--- src/core/ser_tx_pkg.sv ---
package ser_tx_pkg;

	localparam int J_MAX = 10;
	localparam int FIFO_DEPTH = 8;
	localparam int CFG_W = 20;
	localparam int REFK_W = 20;

	// serialization factors and divide factors share one code space
	localparam logic [3:0] F_4 = 4'h4;
	localparam logic [3:0] F_7 = 4'h7;
	localparam logic [3:0] F_8 = 4'h8;
	localparam logic [3:0] F_10 = 4'hA;
	localparam logic [3:0] B_1 = 4'h1;
	localparam logic [3:0] B_2 = 4'h2;
	localparam logic [3:0] B_FOLLOW_J = 4'h0;

	// phase codes count 45 degree steps
	localparam logic [2:0] PH_EDGE = 3'h0;
	localparam logic [2:0] PH_90 = 3'h2;
	localparam logic [2:0] PH_CENTER = 3'h4;

	localparam logic [27:0] MAX_DATA_KHZ = 28'h00CD140;
	localparam logic [27:0] MAX_FWD_KHZ = 28'h007A120;

	localparam logic [11:0] ADDR_CFG = 12'h000;
	localparam logic [11:0] ADDR_REFK = 12'h004;
	localparam logic [11:0] ADDR_STATUS = 12'h008;

	localparam int ST_LOCKED = 0;
	localparam int ST_CFG_ERR = 1;
	localparam int ST_UNDERRUN = 2;
	localparam int ST_EMPTY = 3;
	localparam int ST_FULL = 4;

	typedef struct packed {
		logic reg_clk_core;
		logic reg_en;
		logic [2:0] out_phase;
		logic [2:0] in_phase;
		logic [3:0] w;
		logic [3:0] b;
		logic [3:0] j;
	} cfg_t;

	localparam cfg_t CFG_RESET = '{reg_clk_core: 1'b0, reg_en: 1'b0, out_phase: PH_EDGE,
		in_phase: PH_EDGE, w: F_10, b: F_10, j: F_10};
	localparam logic [REFK_W-1:0] REFK_RESET = 20'h0C350;

	function automatic logic factor_ok(input logic [3:0] f);
		return (f == F_4) || (f == F_7) || (f == F_8) || (f == F_10);
	endfunction

	function automatic logic div_ok(input logic [3:0] j, input logic [3:0] b);
		logic ok;
		ok = (b == B_1) || (b == j);
		if (j == F_4 || j == F_8 || j == F_10) begin
			ok = ok || (b == B_2);
		end
		if (j == F_8) begin
			ok = ok || (b == F_4);
		end
		return ok;
	endfunction

	function automatic cfg_t cfg_resolve(input cfg_t c);
		cfg_t r;
		r = c;
		if (c.b == B_FOLLOW_J) begin
			r.b = c.j;
		end
		return r;
	endfunction

	function automatic logic cfg_legal(input cfg_t c, input logic [REFK_W-1:0] refk);
		logic [27:0] rate;
		rate = 28'(refk) * 28'(c.w);
		return factor_ok(c.j) && factor_ok(c.w) && div_ok(c.j, c.b)
			&& (c.in_phase != PH_90) && (c.out_phase != PH_90)
			&& (rate > 28'(refk)) && (rate <= MAX_DATA_KHZ)
			&& (rate <= MAX_FWD_KHZ * 28'(c.b));
	endfunction

endpackage

--- src/core/lvds_serializer_transmitter.sv ---
// The APB register port and the placing of the registers were decided locally.
`timescale 1ns/1ps

module ser_tx_fifo #(
	parameter int WIDTH = 8,
	parameter int DEPTH = 8
) (
	input wire logic clk,
	input wire logic rst_n,
	input wire logic [WIDTH-1:0] in_data,
	input wire logic in_valid,
	output logic in_ready,
	output logic [WIDTH-1:0] out_data,
	output logic out_valid,
	input wire logic out_ready,
	output logic empty,
	output logic full
);
	localparam int AW = $clog2(DEPTH);
	logic [WIDTH-1:0] mem [DEPTH];
	logic [AW-1:0] wr_ptr_ff;
	logic [AW-1:0] rd_ptr_ff;
	logic [AW:0] count_ff;
	logic push;
	logic pop;

	assign full = (count_ff == (AW+1)'(DEPTH));
	assign empty = (count_ff == '0);
	assign in_ready = !full;
	assign out_valid = !empty;
	assign out_data = mem[rd_ptr_ff];
	assign push = in_valid && !full;
	assign pop = out_ready && !empty;

	always_ff @(posedge clk) begin
		if (push) begin
			mem[wr_ptr_ff] <= in_data;
		end
	end

	always_ff @(posedge clk or negedge rst_n) begin
		if (!rst_n) begin
			wr_ptr_ff <= '0;
			rd_ptr_ff <= '0;
			count_ff <= '0;
		end else begin
			if (push) begin
				wr_ptr_ff <= (wr_ptr_ff == AW'(DEPTH - 1)) ? '0 : wr_ptr_ff + 1'b1;
			end
			if (pop) begin
				rd_ptr_ff <= (rd_ptr_ff == AW'(DEPTH - 1)) ? '0 : rd_ptr_ff + 1'b1;
			end
			count_ff <= count_ff + (AW+1)'(push) - (AW+1)'(pop);
		end
	end
endmodule

module lvds_serializer_transmitter #(
	parameter int CHANNELS = 4
) (
	input wire logic pclk,
	input wire logic presetn,
	input wire logic [11:0] paddr,
	input wire logic psel,
	input wire logic penable,
	input wire logic pwrite,
	input wire logic [31:0] pwdata,
	output logic [31:0] prdata,
	output logic pready,
	output logic pslverr,
	input wire logic tx_pll_enable,
	input wire logic [CHANNELS*ser_tx_pkg::J_MAX-1:0] in_data,
	input wire logic in_valid,
	output logic in_ready,
	output logic [CHANNELS-1:0] ser_out,
	output logic fwd_clk,
	output logic core_clk,
	output logic ref_clk,
	output logic tx_locked
);
	localparam int JM = ser_tx_pkg::J_MAX;
	localparam int BUS_W = CHANNELS * JM;

	ser_tx_pkg::cfg_t cfg_ff;
	ser_tx_pkg::cfg_t wr_cfg;
	logic [ser_tx_pkg::REFK_W-1:0] refk_ff;
	logic cfg_err_ff;
	logic underrun_ff;
	logic running_ff;
	logic [3:0] bitcnt_ff;
	logic half_ff;
	logic [4:0] fwdcnt_ff;
	logic [4:0] refcnt_ff;
	logic [4:0] fstart;
	logic [4:0] rstart;
	logic [7:0] foff;
	logic [7:0] roff;
	logic boundary;
	logic bit_start;
	logic wr_en;
	logic rd_setup;
	logic mapped;
	logic [31:0] rd_val;
	logic [BUS_W-1:0] stg_ff;
	logic stg_vld_ff;
	logic reg_tick;
	logic [BUS_W-1:0] f_in_data;
	logic f_in_valid;
	logic f_in_ready;
	logic [BUS_W-1:0] f_out_data;
	logic f_out_valid;
	logic f_empty;
	logic f_full;
	logic [JM-1:0] lane_word [CHANNELS];
	logic [JM-1:0] shreg_ff [CHANNELS];

	// register bus: zero wait, read data captured in setup phase
	assign pready = 1'b1;
	assign mapped = (paddr == ser_tx_pkg::ADDR_CFG) || (paddr == ser_tx_pkg::ADDR_REFK)
		|| (paddr == ser_tx_pkg::ADDR_STATUS);
	assign pslverr = psel && penable && !mapped;
	assign wr_en = psel && penable && pwrite && mapped;
	assign rd_setup = psel && !penable && !pwrite;
	assign wr_cfg = ser_tx_pkg::cfg_resolve(ser_tx_pkg::cfg_t'(pwdata[ser_tx_pkg::CFG_W-1:0]));

	always_comb begin
		rd_val = '0;
		unique case (paddr)
			ser_tx_pkg::ADDR_CFG: rd_val = 32'(cfg_ff);
			ser_tx_pkg::ADDR_REFK: rd_val = 32'(refk_ff);
			ser_tx_pkg::ADDR_STATUS: begin
				rd_val[ser_tx_pkg::ST_LOCKED] = running_ff;
				rd_val[ser_tx_pkg::ST_CFG_ERR] = cfg_err_ff;
				rd_val[ser_tx_pkg::ST_UNDERRUN] = underrun_ff;
				rd_val[ser_tx_pkg::ST_EMPTY] = f_empty;
				rd_val[ser_tx_pkg::ST_FULL] = f_full;
			end
			default: rd_val = '0;
		endcase
	end

	always_ff @(posedge pclk or negedge presetn) begin
		if (!presetn) begin
			prdata <= '0;
		end else if (rd_setup) begin
			prdata <= rd_val;
		end
	end

	// new settings are checked as a whole and refused while running
	always_ff @(posedge pclk or negedge presetn) begin
		if (!presetn) begin
			cfg_ff <= ser_tx_pkg::CFG_RESET;
			refk_ff <= ser_tx_pkg::REFK_RESET;
			cfg_err_ff <= 1'b0;
		end else if (wr_en && paddr == ser_tx_pkg::ADDR_CFG) begin
			if (!running_ff && ser_tx_pkg::cfg_legal(wr_cfg, refk_ff)) begin
				cfg_ff <= wr_cfg;
				cfg_err_ff <= 1'b0;
			end else begin
				cfg_err_ff <= 1'b1;
			end
		end else if (wr_en && paddr == ser_tx_pkg::ADDR_REFK) begin
			if (!running_ff && ser_tx_pkg::cfg_legal(cfg_ff, pwdata[ser_tx_pkg::REFK_W-1:0])) begin
				refk_ff <= pwdata[ser_tx_pkg::REFK_W-1:0];
				cfg_err_ff <= 1'b0;
			end else begin
				cfg_err_ff <= 1'b1;
			end
		end
	end

	always_ff @(posedge pclk or negedge presetn) begin
		if (!presetn) begin
			running_ff <= 1'b0;
		end else begin
			running_ff <= tx_pll_enable;
		end
	end

	// one bit lasts two pclk cycles so the forwarded and reference clocks have whole half periods
	assign foff = 8'((8'(cfg_ff.out_phase) * 8'(cfg_ff.b)) >> 2);
	assign roff = 8'((8'(cfg_ff.in_phase) * 8'(cfg_ff.w)) >> 2);
	assign fstart = (foff == '0) ? '0 : 5'({cfg_ff.b, 1'b0} - 5'(foff));
	assign rstart = (roff == '0) ? '0 : 5'({cfg_ff.w, 1'b0} - 5'(roff));
	assign boundary = running_ff && bitcnt_ff == '0 && !half_ff;
	assign bit_start = running_ff && !half_ff;

	always_ff @(posedge pclk or negedge presetn) begin
		if (!presetn) begin
			bitcnt_ff <= '0;
			half_ff <= 1'b0;
		end else if (!running_ff) begin
			bitcnt_ff <= '0;
			half_ff <= 1'b0;
		end else begin
			half_ff <= !half_ff;
			if (half_ff) begin
				bitcnt_ff <= (bitcnt_ff == cfg_ff.j - 4'h1) ? '0 : bitcnt_ff + 4'h1;
			end
		end
	end

	always_ff @(posedge pclk or negedge presetn) begin
		if (!presetn) begin
			fwdcnt_ff <= '0;
			refcnt_ff <= '0;
		end else if (!running_ff) begin
			fwdcnt_ff <= fstart;
			refcnt_ff <= rstart;
		end else begin
			fwdcnt_ff <= (fwdcnt_ff == 5'({cfg_ff.b, 1'b0}) - 5'h01) ? '0 : fwdcnt_ff + 5'h01;
			refcnt_ff <= (refcnt_ff == 5'({cfg_ff.w, 1'b0}) - 5'h01) ? '0 : refcnt_ff + 5'h01;
		end
	end

	// fwd_clk high for the first B of 2B cycles, ref_clk for the first W of 2W; seven by seven has no special case
	always_ff @(posedge pclk or negedge presetn) begin
		if (!presetn) begin
			fwd_clk <= 1'b0;
			core_clk <= 1'b0;
			ref_clk <= 1'b0;
			tx_locked <= 1'b0;
		end else begin
			fwd_clk <= running_ff && fwdcnt_ff < 5'(cfg_ff.b);
			core_clk <= running_ff && bitcnt_ff < 4'((cfg_ff.j + 4'h1) >> 1);
			ref_clk <= running_ff && refcnt_ff < 5'(cfg_ff.w);
			tx_locked <= running_ff;
		end
	end

	// optional input register, ticking on reference or core rising edge
	assign reg_tick = cfg_ff.reg_clk_core ? boundary : (running_ff && refcnt_ff == '0);
	assign in_ready = cfg_ff.reg_en ? (reg_tick && !stg_vld_ff) : f_in_ready;
	assign f_in_data = cfg_ff.reg_en ? stg_ff : in_data;
	assign f_in_valid = cfg_ff.reg_en ? stg_vld_ff : in_valid;

	always_ff @(posedge pclk or negedge presetn) begin
		if (!presetn) begin
			stg_ff <= '0;
			stg_vld_ff <= 1'b0;
		end else if (cfg_ff.reg_en && in_valid && in_ready) begin
			stg_ff <= in_data;
			stg_vld_ff <= 1'b1;
		end else if (stg_vld_ff && f_in_ready) begin
			stg_vld_ff <= 1'b0;
		end
	end

	ser_tx_fifo #(
		.WIDTH(BUS_W),
		.DEPTH(ser_tx_pkg::FIFO_DEPTH)
	) u_fifo (
		.clk(pclk),
		.rst_n(presetn),
		.in_data(f_in_data),
		.in_valid(f_in_valid),
		.in_ready(f_in_ready),
		.out_data(f_out_data),
		.out_valid(f_out_valid),
		.out_ready(boundary),
		.empty(f_empty),
		.full(f_full)
	);

	always_ff @(posedge pclk or negedge presetn) begin
		if (!presetn) begin
			underrun_ff <= 1'b0;
		end else if (boundary && !f_out_valid) begin
			underrun_ff <= 1'b1;
		end else if (wr_en && paddr == ser_tx_pkg::ADDR_STATUS && pwdata[ser_tx_pkg::ST_UNDERRUN]) begin
			underrun_ff <= 1'b0;
		end
	end

	for (genvar n = 0; n < CHANNELS; n++) begin : g_lane
		logic [JM-1:0] raw;
		assign raw = JM'(f_out_data >> (int'(cfg_ff.j) * n));
		assign lane_word[n] = f_out_valid ? JM'(raw << (4'(JM) - cfg_ff.j)) : '0;

		always_ff @(posedge pclk or negedge presetn) begin
			if (!presetn) begin
				shreg_ff[n] <= '0;
				ser_out[n] <= 1'b0;
			end else if (!running_ff) begin
				shreg_ff[n] <= '0;
				ser_out[n] <= 1'b0;
			end else if (boundary) begin
				ser_out[n] <= lane_word[n][JM-1];
				shreg_ff[n] <= JM'(lane_word[n] << 1);
			end else if (bit_start) begin
				ser_out[n] <= shreg_ff[n][JM-1];
				shreg_ff[n] <= JM'(shreg_ff[n] << 1);
			end
		end
	end

	// checking helpers
	logic [5:0] fgap_ff;
	logic [5:0] cgap_ff;
	logic fseen_ff;
	logic cseen_ff;
	logic [JM-1:0] word0;
	assign word0 = lane_word[0];

	always_ff @(posedge pclk or negedge presetn) begin
		if (!presetn) begin
			fgap_ff <= '0;
			cgap_ff <= '0;
			fseen_ff <= 1'b0;
			cseen_ff <= 1'b0;
		end else if (!running_ff) begin
			fseen_ff <= 1'b0;
			cseen_ff <= 1'b0;
		end else begin
			fgap_ff <= (fwd_clk == 1'b0 && fwdcnt_ff < 5'(cfg_ff.b)) ? '0 : fgap_ff + 6'h01;
			fseen_ff <= fseen_ff || (!fwd_clk && fwdcnt_ff == '0);
			cgap_ff <= boundary ? '0 : cgap_ff + 6'h01;
			cseen_ff <= cseen_ff || boundary;
		end
	end
endmodule

--- config.mk ---
export PLATFORM = sky130hd
export DESIGN_NAME = lvds_serializer_transmitter
export DESIGN_NICKNAME = d
export VERILOG_FILES = /design/src/core/ser_tx_pkg.sv /design/src/core/lvds_serializer_transmitter.sv
export SDC_FILE = /design/constraint.sdc
export NUM_CORES = 1
export LEC_CHECK = 0
export ABC_CLOCK_PERIOD_IN_PS = 8500
export BUFFER_PORTS_ARGS = -buffer_cell sky130_fd_sc_hd__buf_2
export CORE_ASPECT_RATIO = 1.25
export CORE_UTILIZATION = 40
export CTS_BUF_LIST = sky130_fd_sc_hd__clkbuf_16
export DETAILED_ROUTE_END_ITERATION = 6
export GPL_TIMING_DRIVEN = 0
export PLACE_DENSITY = 0.62
export SLEW_MARGIN = 10
export SYNTH_ARGS = -nofsm -noshare
export SYNTH_HDL_FRONTEND = slang
export SYNTH_SLANG_ARGS = --single-unit
--- constraint.sdc ---
create_clock -name pclk -period 8.5 [get_ports pclk]
set_input_delay 1.7 -clock pclk [delete_from_list [all_inputs] [get_ports pclk]]
set_output_delay 1.7 -clock pclk [all_outputs]
set_load 0.03 [all_outputs]
**After elaboration in Yosys (flattened, before gate mapping)**

Memory sizes are Yosys's and may differ from the RTL's.
Cells that the tools add are included.

- Register bits after elaboration: 189
- Bits in writable memories: 320
- Input bits: 91
- Output and inout bits: 43
- Logic and storage cells: 261
- Memories kept: 1

Memories:

| name | words | width | read ports | clocked after Yosys merged registers in | wr ports | line | source |
|---|---|---|---|---|---|---|---|
| u_fifo.mem | 8 | 40 | 1 | 0 | 1 | lvds_serializer_transmitter.sv:20 | `logic [WIDTH-1:0] mem [DEPTH];` |

- Add/sub/neg operators: 14
- Multipliers: 7
- Magnitude comparators: 9
- Equal/unequal tests: 38
- Shift-type cells: 7
- Muxes and demuxes: 67
- Bitwise operators: 1
- Reductions and logical operators: 84

Operators with widths:

| cell | count |
|---|---|
| $mux 10 | 16 |
| $gt 24x20->1 | 2 |
| $le 24x20->1 const B | 2 |
| $le 24x23->1 | 2 |
| $mul 20x4->24 | 2 |
| $eq 4x3->1 const B | 10 |
| $logic_and 1x1->1 | 40 |
| $mux 40 | 1 |
| $shl 10x4->10 | 4 |
| $shr 40x4->10 | 1 |
| $shr 40x5->10 | 1 |
| $shr 40x6->10 | 1 |
| $eq 4x4->1 const B | 9 |
| $mul 14x4->18 const A | 2 |
| $mux 1 | 36 |
| $mux 5 | 6 |
| $pmux 15 s2 | 1 |
| $logic_or 1x1->1 | 24 |
| $logic_not 8->1 | 2 |
| $mux 4 | 4 |
| $pmux 5 s3 | 1 |
| $mul 3x4->7 | 2 |
| $eq 12x3->1 const B | 1 |
| $eq 12x4->1 const B | 1 |
| other kinds (29) | 56 |

**Depth between registers and ports, before layout**

- Word-level depth: 21
- Gate-level depth with buffers: 30
- Mapped depth without buffers: 27

**Hierarchy**

From an unflattened synthesis, not the netlist that was laid out.

- Cells, all modules: 2,982
- Area total of the unflattened synthesis: 34,414.3 µm²

By module, submodules not included:

| module | instances | cells each | area an instance (µm²) | seq. area each (µm²) |
|---|---|---|---|---|
| lvds_serializer_transmitter | 1 | 2,458 | 21,504.4 | 4,093.9 |
| ser_tx_fifo | 1 | 524 | 12,909.9 | 9,859.5 |

**Worst setup path before layout**

OpenSTA, ideal clock, no wires.

- Path type: input port to flip-flop
- Start point: input pwdata[11]
- End point: register cfg_ff[0] in the netlist's numbering
- Setup time: 0.125 ns
- Arrival time: 7.279 ns
- Data required time: 8.375 ns
- Slack: 1.096 ns
- Stages: 25
- Path buffers: 2
- Path through: clkinv_1 -> clkbuf_1 -> nor2_1 -> fa_1 -> inv_1 -> fa_1 -> inv_1 -> ha_1 -> and3_1 -> a2111oi_0 -> a2bb2oi_1 -> o31ai_1 -> o21ai_0 -> nor2_1 -> xor2_1 -> ha_1 -> and3_1 -> nand3_1 -> nor3_1 -> a2111oi_0 -> nand4_1 -> a2111oi_0 -> o2111ai_1 -> clkbuf_1 -> mux2_2

- Word-level cells in the longest chain between the ends: 13
- Elaborated cells between the ends (all ways): 20
- Those cells by class: mul: 1; order compare: 3; eq/ne: 4; reduce/logical: 12

RTL lines:

| element | line | source |
|---|---|---|
| start: declaration | lvds_serializer_transmitter.sv:67 | `input wire logic [31:0] pwdata,` |
| branches (longest 10 deep; another with $mul 20x4->24) | -- |  |
| $logic_and 1x1->1 * | ser_tx_pkg.sv:80 | `&& (rate <= MAX_FWD_KHZ * 28'(c.b));` |
| $logic_and 1x1->1 * | lvds_serializer_transmitter.sv:157 | `if (!running_ff && ser_tx_pkg::cfg_legal(wr_cfg, refk_ff)) begin` |
| $reduce_and 2->1 (no source line) * | -- |  |
| end signal: assignment | lvds_serializer_transmitter.sv:153 | `cfg_ff <= ser_tx_pkg::CFG_RESET;` |
| end signal: assignment | lvds_serializer_transmitter.sv:158 | `cfg_ff <= wr_cfg;` |
| end: declaration | lvds_serializer_transmitter.sv:84 | `ser_tx_pkg::cfg_t cfg_ff;` |

Mark *: on every way between the ends.
A chain may end at the register's enable or synchronous reset.

**Worst setup path after layout**

- Start point: input pwdata[9]
- End point: register cfg_ff[4] in the netlist's numbering

The elaborated chain is that of the path after synthesis.

==> flow_summary.yaml <==
logic_synthesis:
  seq_area_frac_synth: 0.403
  netlist_instances: 3223
  synth_area_um2: 34600
  netlist.area_leader.share: 0.277
  ys.flop_type: "edfxtp_1"
  yosys.area.top_type: "edfxtp_1"
  synth.ff_latch_count: 493
  synthTopCellsByArea: "edfxtp_1 28%, dfrtp_1 12%, ha_1 7.9%"
  synthArstFlopShare: 0.351
  synth_edf_count: 320
  synth.distinct_cells: 105
  syn_avg_cell_area_um2: 10.7
  ys_warn_count: 0
route:
  vias: 27093
  drtPass1Iterations: 7
  drtAntennaViolNets: 0
  drcViolationCount: 10
  totalWireLength_mm: 112
  vias_per_cell: 5.87
  first_iter_violations: 2376
  avgRoutedWirePerCell_um: 24.3
grt:
  grt_pass1_wl_mm: 169
  grt_max_degree: 88
  antenna_found_initial: 2
  overflow: 0
  grtUsageTotal: 0.255
  grt_pass1_vias: 27048
final_layout:
  final_common_cell: "nor2_1"
  multiInputGateArea_um2: 18800
  finalNonFillerCells: 4613
  n_fill_cell: 8164
  final_core_util: 0.453
  nets: 3814
  area_delta_synth_final_pct: 12.2
  final_cell_area_um2: 38900
  seqCellArea_um2: 14000
  drive_gt1_frac: 0.158
  final_cell_mix: "325 x nor2_1, 320 x edfxtp_1, 296 x inv_1"
clock_tree:
  cts_max_level: 2
  cts_buffer_depth: 3
  cts.reportedPaths.clkPinSlew_ns: 0.07
  clock-sinks: 493
  clkLatencyLatePin_ns: 0.64
  postCtsSetupRepairBufs: 0
  cts_tree: "yes"
  cts_buffers: 51
  cts_root_buf: "clkbuf_16"
hold_path:
  min_path_type: "reg -> reg"
power_and_ir_drop:
  p_seq_frac: 0.292
  leakage_nw: 16.5
  ir_drop_v: 0.000199
  p_total_mw: 10.0
  share_clk_of_total_power: 0.232
  intPower_mw: 5.92
  combPwrFrac: 0.475
  sw_frac_of_total: 0.410
  power.density_nw_per_um2: 258
  switchingPower_mw: 4.11
critical_path:
  critPathRequiredTime_ns: 8.96
  worstReg2RegEnd: "shreg_ff[4]$_DFFE_PN0P_"
  cp_num_buf_inv: 6
  reg2reg_from: "cfg_ff[0]$_DFFE_PN0P_"
  crit_type: "in -> reg"
  crit_cells: 28
  startpoint: "pwdata[9]"
  rrSetupSlack_ns: 0.29
  crit_path_end_kind: "flop"
  endpoint: "cfg_ff[4]$_DFFE_PN0P_"
  critPathLaunchType: "input port"
  arrival_ns: 8.68
  cp_max_fo: 10
  crit_slowest_cell: "o41ai_2"
  critical-path-top-delay-family: "compound AO/OA/AOI/OAI gates"
  slowest_delay_ns: 0.56
  r2r_cells: 20
placement:
  port_buffers: 105
  dp_hpwl_mm: 85.9
  gp_congestion: 1.02
  place_area_um2: 37100
  place_inst: 4519
  post-place-ws_ns: -1.32
timing:
  setup_viol: 0
  min_period_ns: 8.21
  slew_headroom: 0.0402
  rsz0062_at_grt: "no"
  hold_violations: 0
  fin_setup_tns_ns: 0
  layout_setup_ws_ns: 0.285
  finClkSkew_ns: 0.0406
  finalCritPeriodShare: 0.966
  worstMarginPinSlew_ns: 1.40
  timing.final.max_slew_violations: 0
  fmax_mhz: 122
  whs_ns: 0.494
die:
  initial_utilization: 0.404
  io_pins: 134
  die_area_um2: 87800
  fp.dieH_um: 331
  rows: 120
  core-area_um2: 85700
  die_w_um: 265
run:
  maxCapViolCount: 0
status:
  violations: "design-rule violations"
  status: "finished, violations left"
[flip-flops by register name (all words and copies together), names as in the netlist, 4 cells and up]
name,flops
bitcnt_ff,4
cfg_ff,20
fwdcnt_ff,5
prdata,20
refcnt_ff,5
refk_ff,20
ser_out,4
shreg_ff,36
stg_ff,40
u_fifo.count_ff,4
u_fifo.mem,320
[how the worst min path moves through the flow]
stage	from	endpoint	slack, ns	cells after the start
floorplan	running_ff$_DFF_PN0_	tx_locked$_DFF_PN0_	0.40	0
global placement	shreg_ff[33]$_DFFE_PN0P_	shreg_ff[33]$_DFFE_PN0P_	0.47	2
detailed placement	shreg_ff[31]$_DFFE_PN0P_	shreg_ff[31]$_DFFE_PN0P_	0.48	2
CTS	shreg_ff[31]$_DFFE_PN0P_	shreg_ff[31]$_DFFE_PN0P_	0.49	2
global route	stg_ff[23]$_DFFE_PN0P_	stg_ff[23]$_DFFE_PN0P_	0.51	1
finish	shreg_ff[31]$_DFFE_PN0P_	shreg_ff[31]$_DFFE_PN0P_	0.49	2
[tightest hold or removal path, cell delays in order (launching register included)]
cell and delay, ns:
dfrtp_1 0.34, nand2_1 0.05, o21ai_0 0.06
[routing by layer]
metal / vias up / part of all wire / track usage
met3: 309 / 0.062 / 0.0353
met2: 1176 / 0.48 / 0.436
met4: 4 / 0.052 / 0.122
met1: 13483 / 0.40 / 0.320
met5: - / 0.00029 / 0
li1: 12121 / - / -
[final cells by class]
type                            instances  share of cell area
Sequential cell                       493               0.359
Clock buffer                           51              0.0328
Buffer                                170              0.0236
Inverter                              295              0.0285
Timing Repair Buffer                  126              0.0224
Clock inverter                         44              0.0121
Antenna cell                            1           0.0000644
Multi-Input combinational cell       2274               0.484
Tap cell                             1159              0.0373
[power by group through the flow]
stage               combinational [mW]  sequential, mW  clock [mW]
floorplan                         2.99            2.99           0
global placement                  4.51            3.01           0
detailed placement                4.59            2.98           0
CTS                               4.62            2.93        2.36
global route                      5.03            2.95        2.45
finish                            4.77            2.93        2.33
[what timing repair did]
action | 4_1_cts | 5_1_grt
endpoints found under the setup margin | 22 | 44
hold buffers | 0 | 0
pin swaps | 0 | 0
resized for setup | 13 | 17
[logic make-up (layout without fill, tap and decap cells)]
kind of cell / count (synthesis) / in the layout / share of synthesized area
flops: 493 / 493 / 0.403
mux: 348 / 348 / 0.141
simple gates: 829 / 829 / 0.106
other cells: 2 / 14 / 0.000217
compound gates: 676 / 676 / 0.134
xor+xnor: 96 / 96 / 0.0251
fa+ha+maj: 312 / 312 / 0.133
buf+inv: 467 / 686 / 0.0580
[synthesized netlist by cell type (all sizes together) (8+ instances only)]
| master | number |
|---|---|
| xnor2 | 55 |
| a2111oi | 8 |
| clkbuf | 93 |
| inv | 287 |
| a221o | 11 |
| a211oi | 18 |
| o21ai | 154 |
| a21o | 37 |
| o221ai | 11 |
| or2 | 9 |
| nand4 | 17 |
| nor2 | 333 |
| fa | 92 |
| a22o | 10 |
| a21oi | 125 |
| nand2b | 20 |
| buf | 79 |
| nand3 | 63 |
| o22ai | 20 |
| edfxtp | 320 |
| o211ai | 38 |
| and3 | 17 |
| mux4 | 92 |
| mux2 | 130 |
| xor2 | 39 |
| clkinv | 8 |
| a22oi | 44 |
| nor2b | 16 |
| o21bai | 11 |
| ha | 220 |
| o2111ai | 9 |
| o211a | 9 |
| a221oi | 27 |
| or3 | 11 |
| o31ai | 17 |
| and2 | 27 |
| a31oi | 23 |
| o21a | 19 |
| dfstp | 12 |
| nand2 | 250 |
| mux2i | 126 |
| dfrtp | 161 |
| nor4 | 12 |
| nor3 | 35 |
Note: power is estimated with default switching activity, not from simulation.
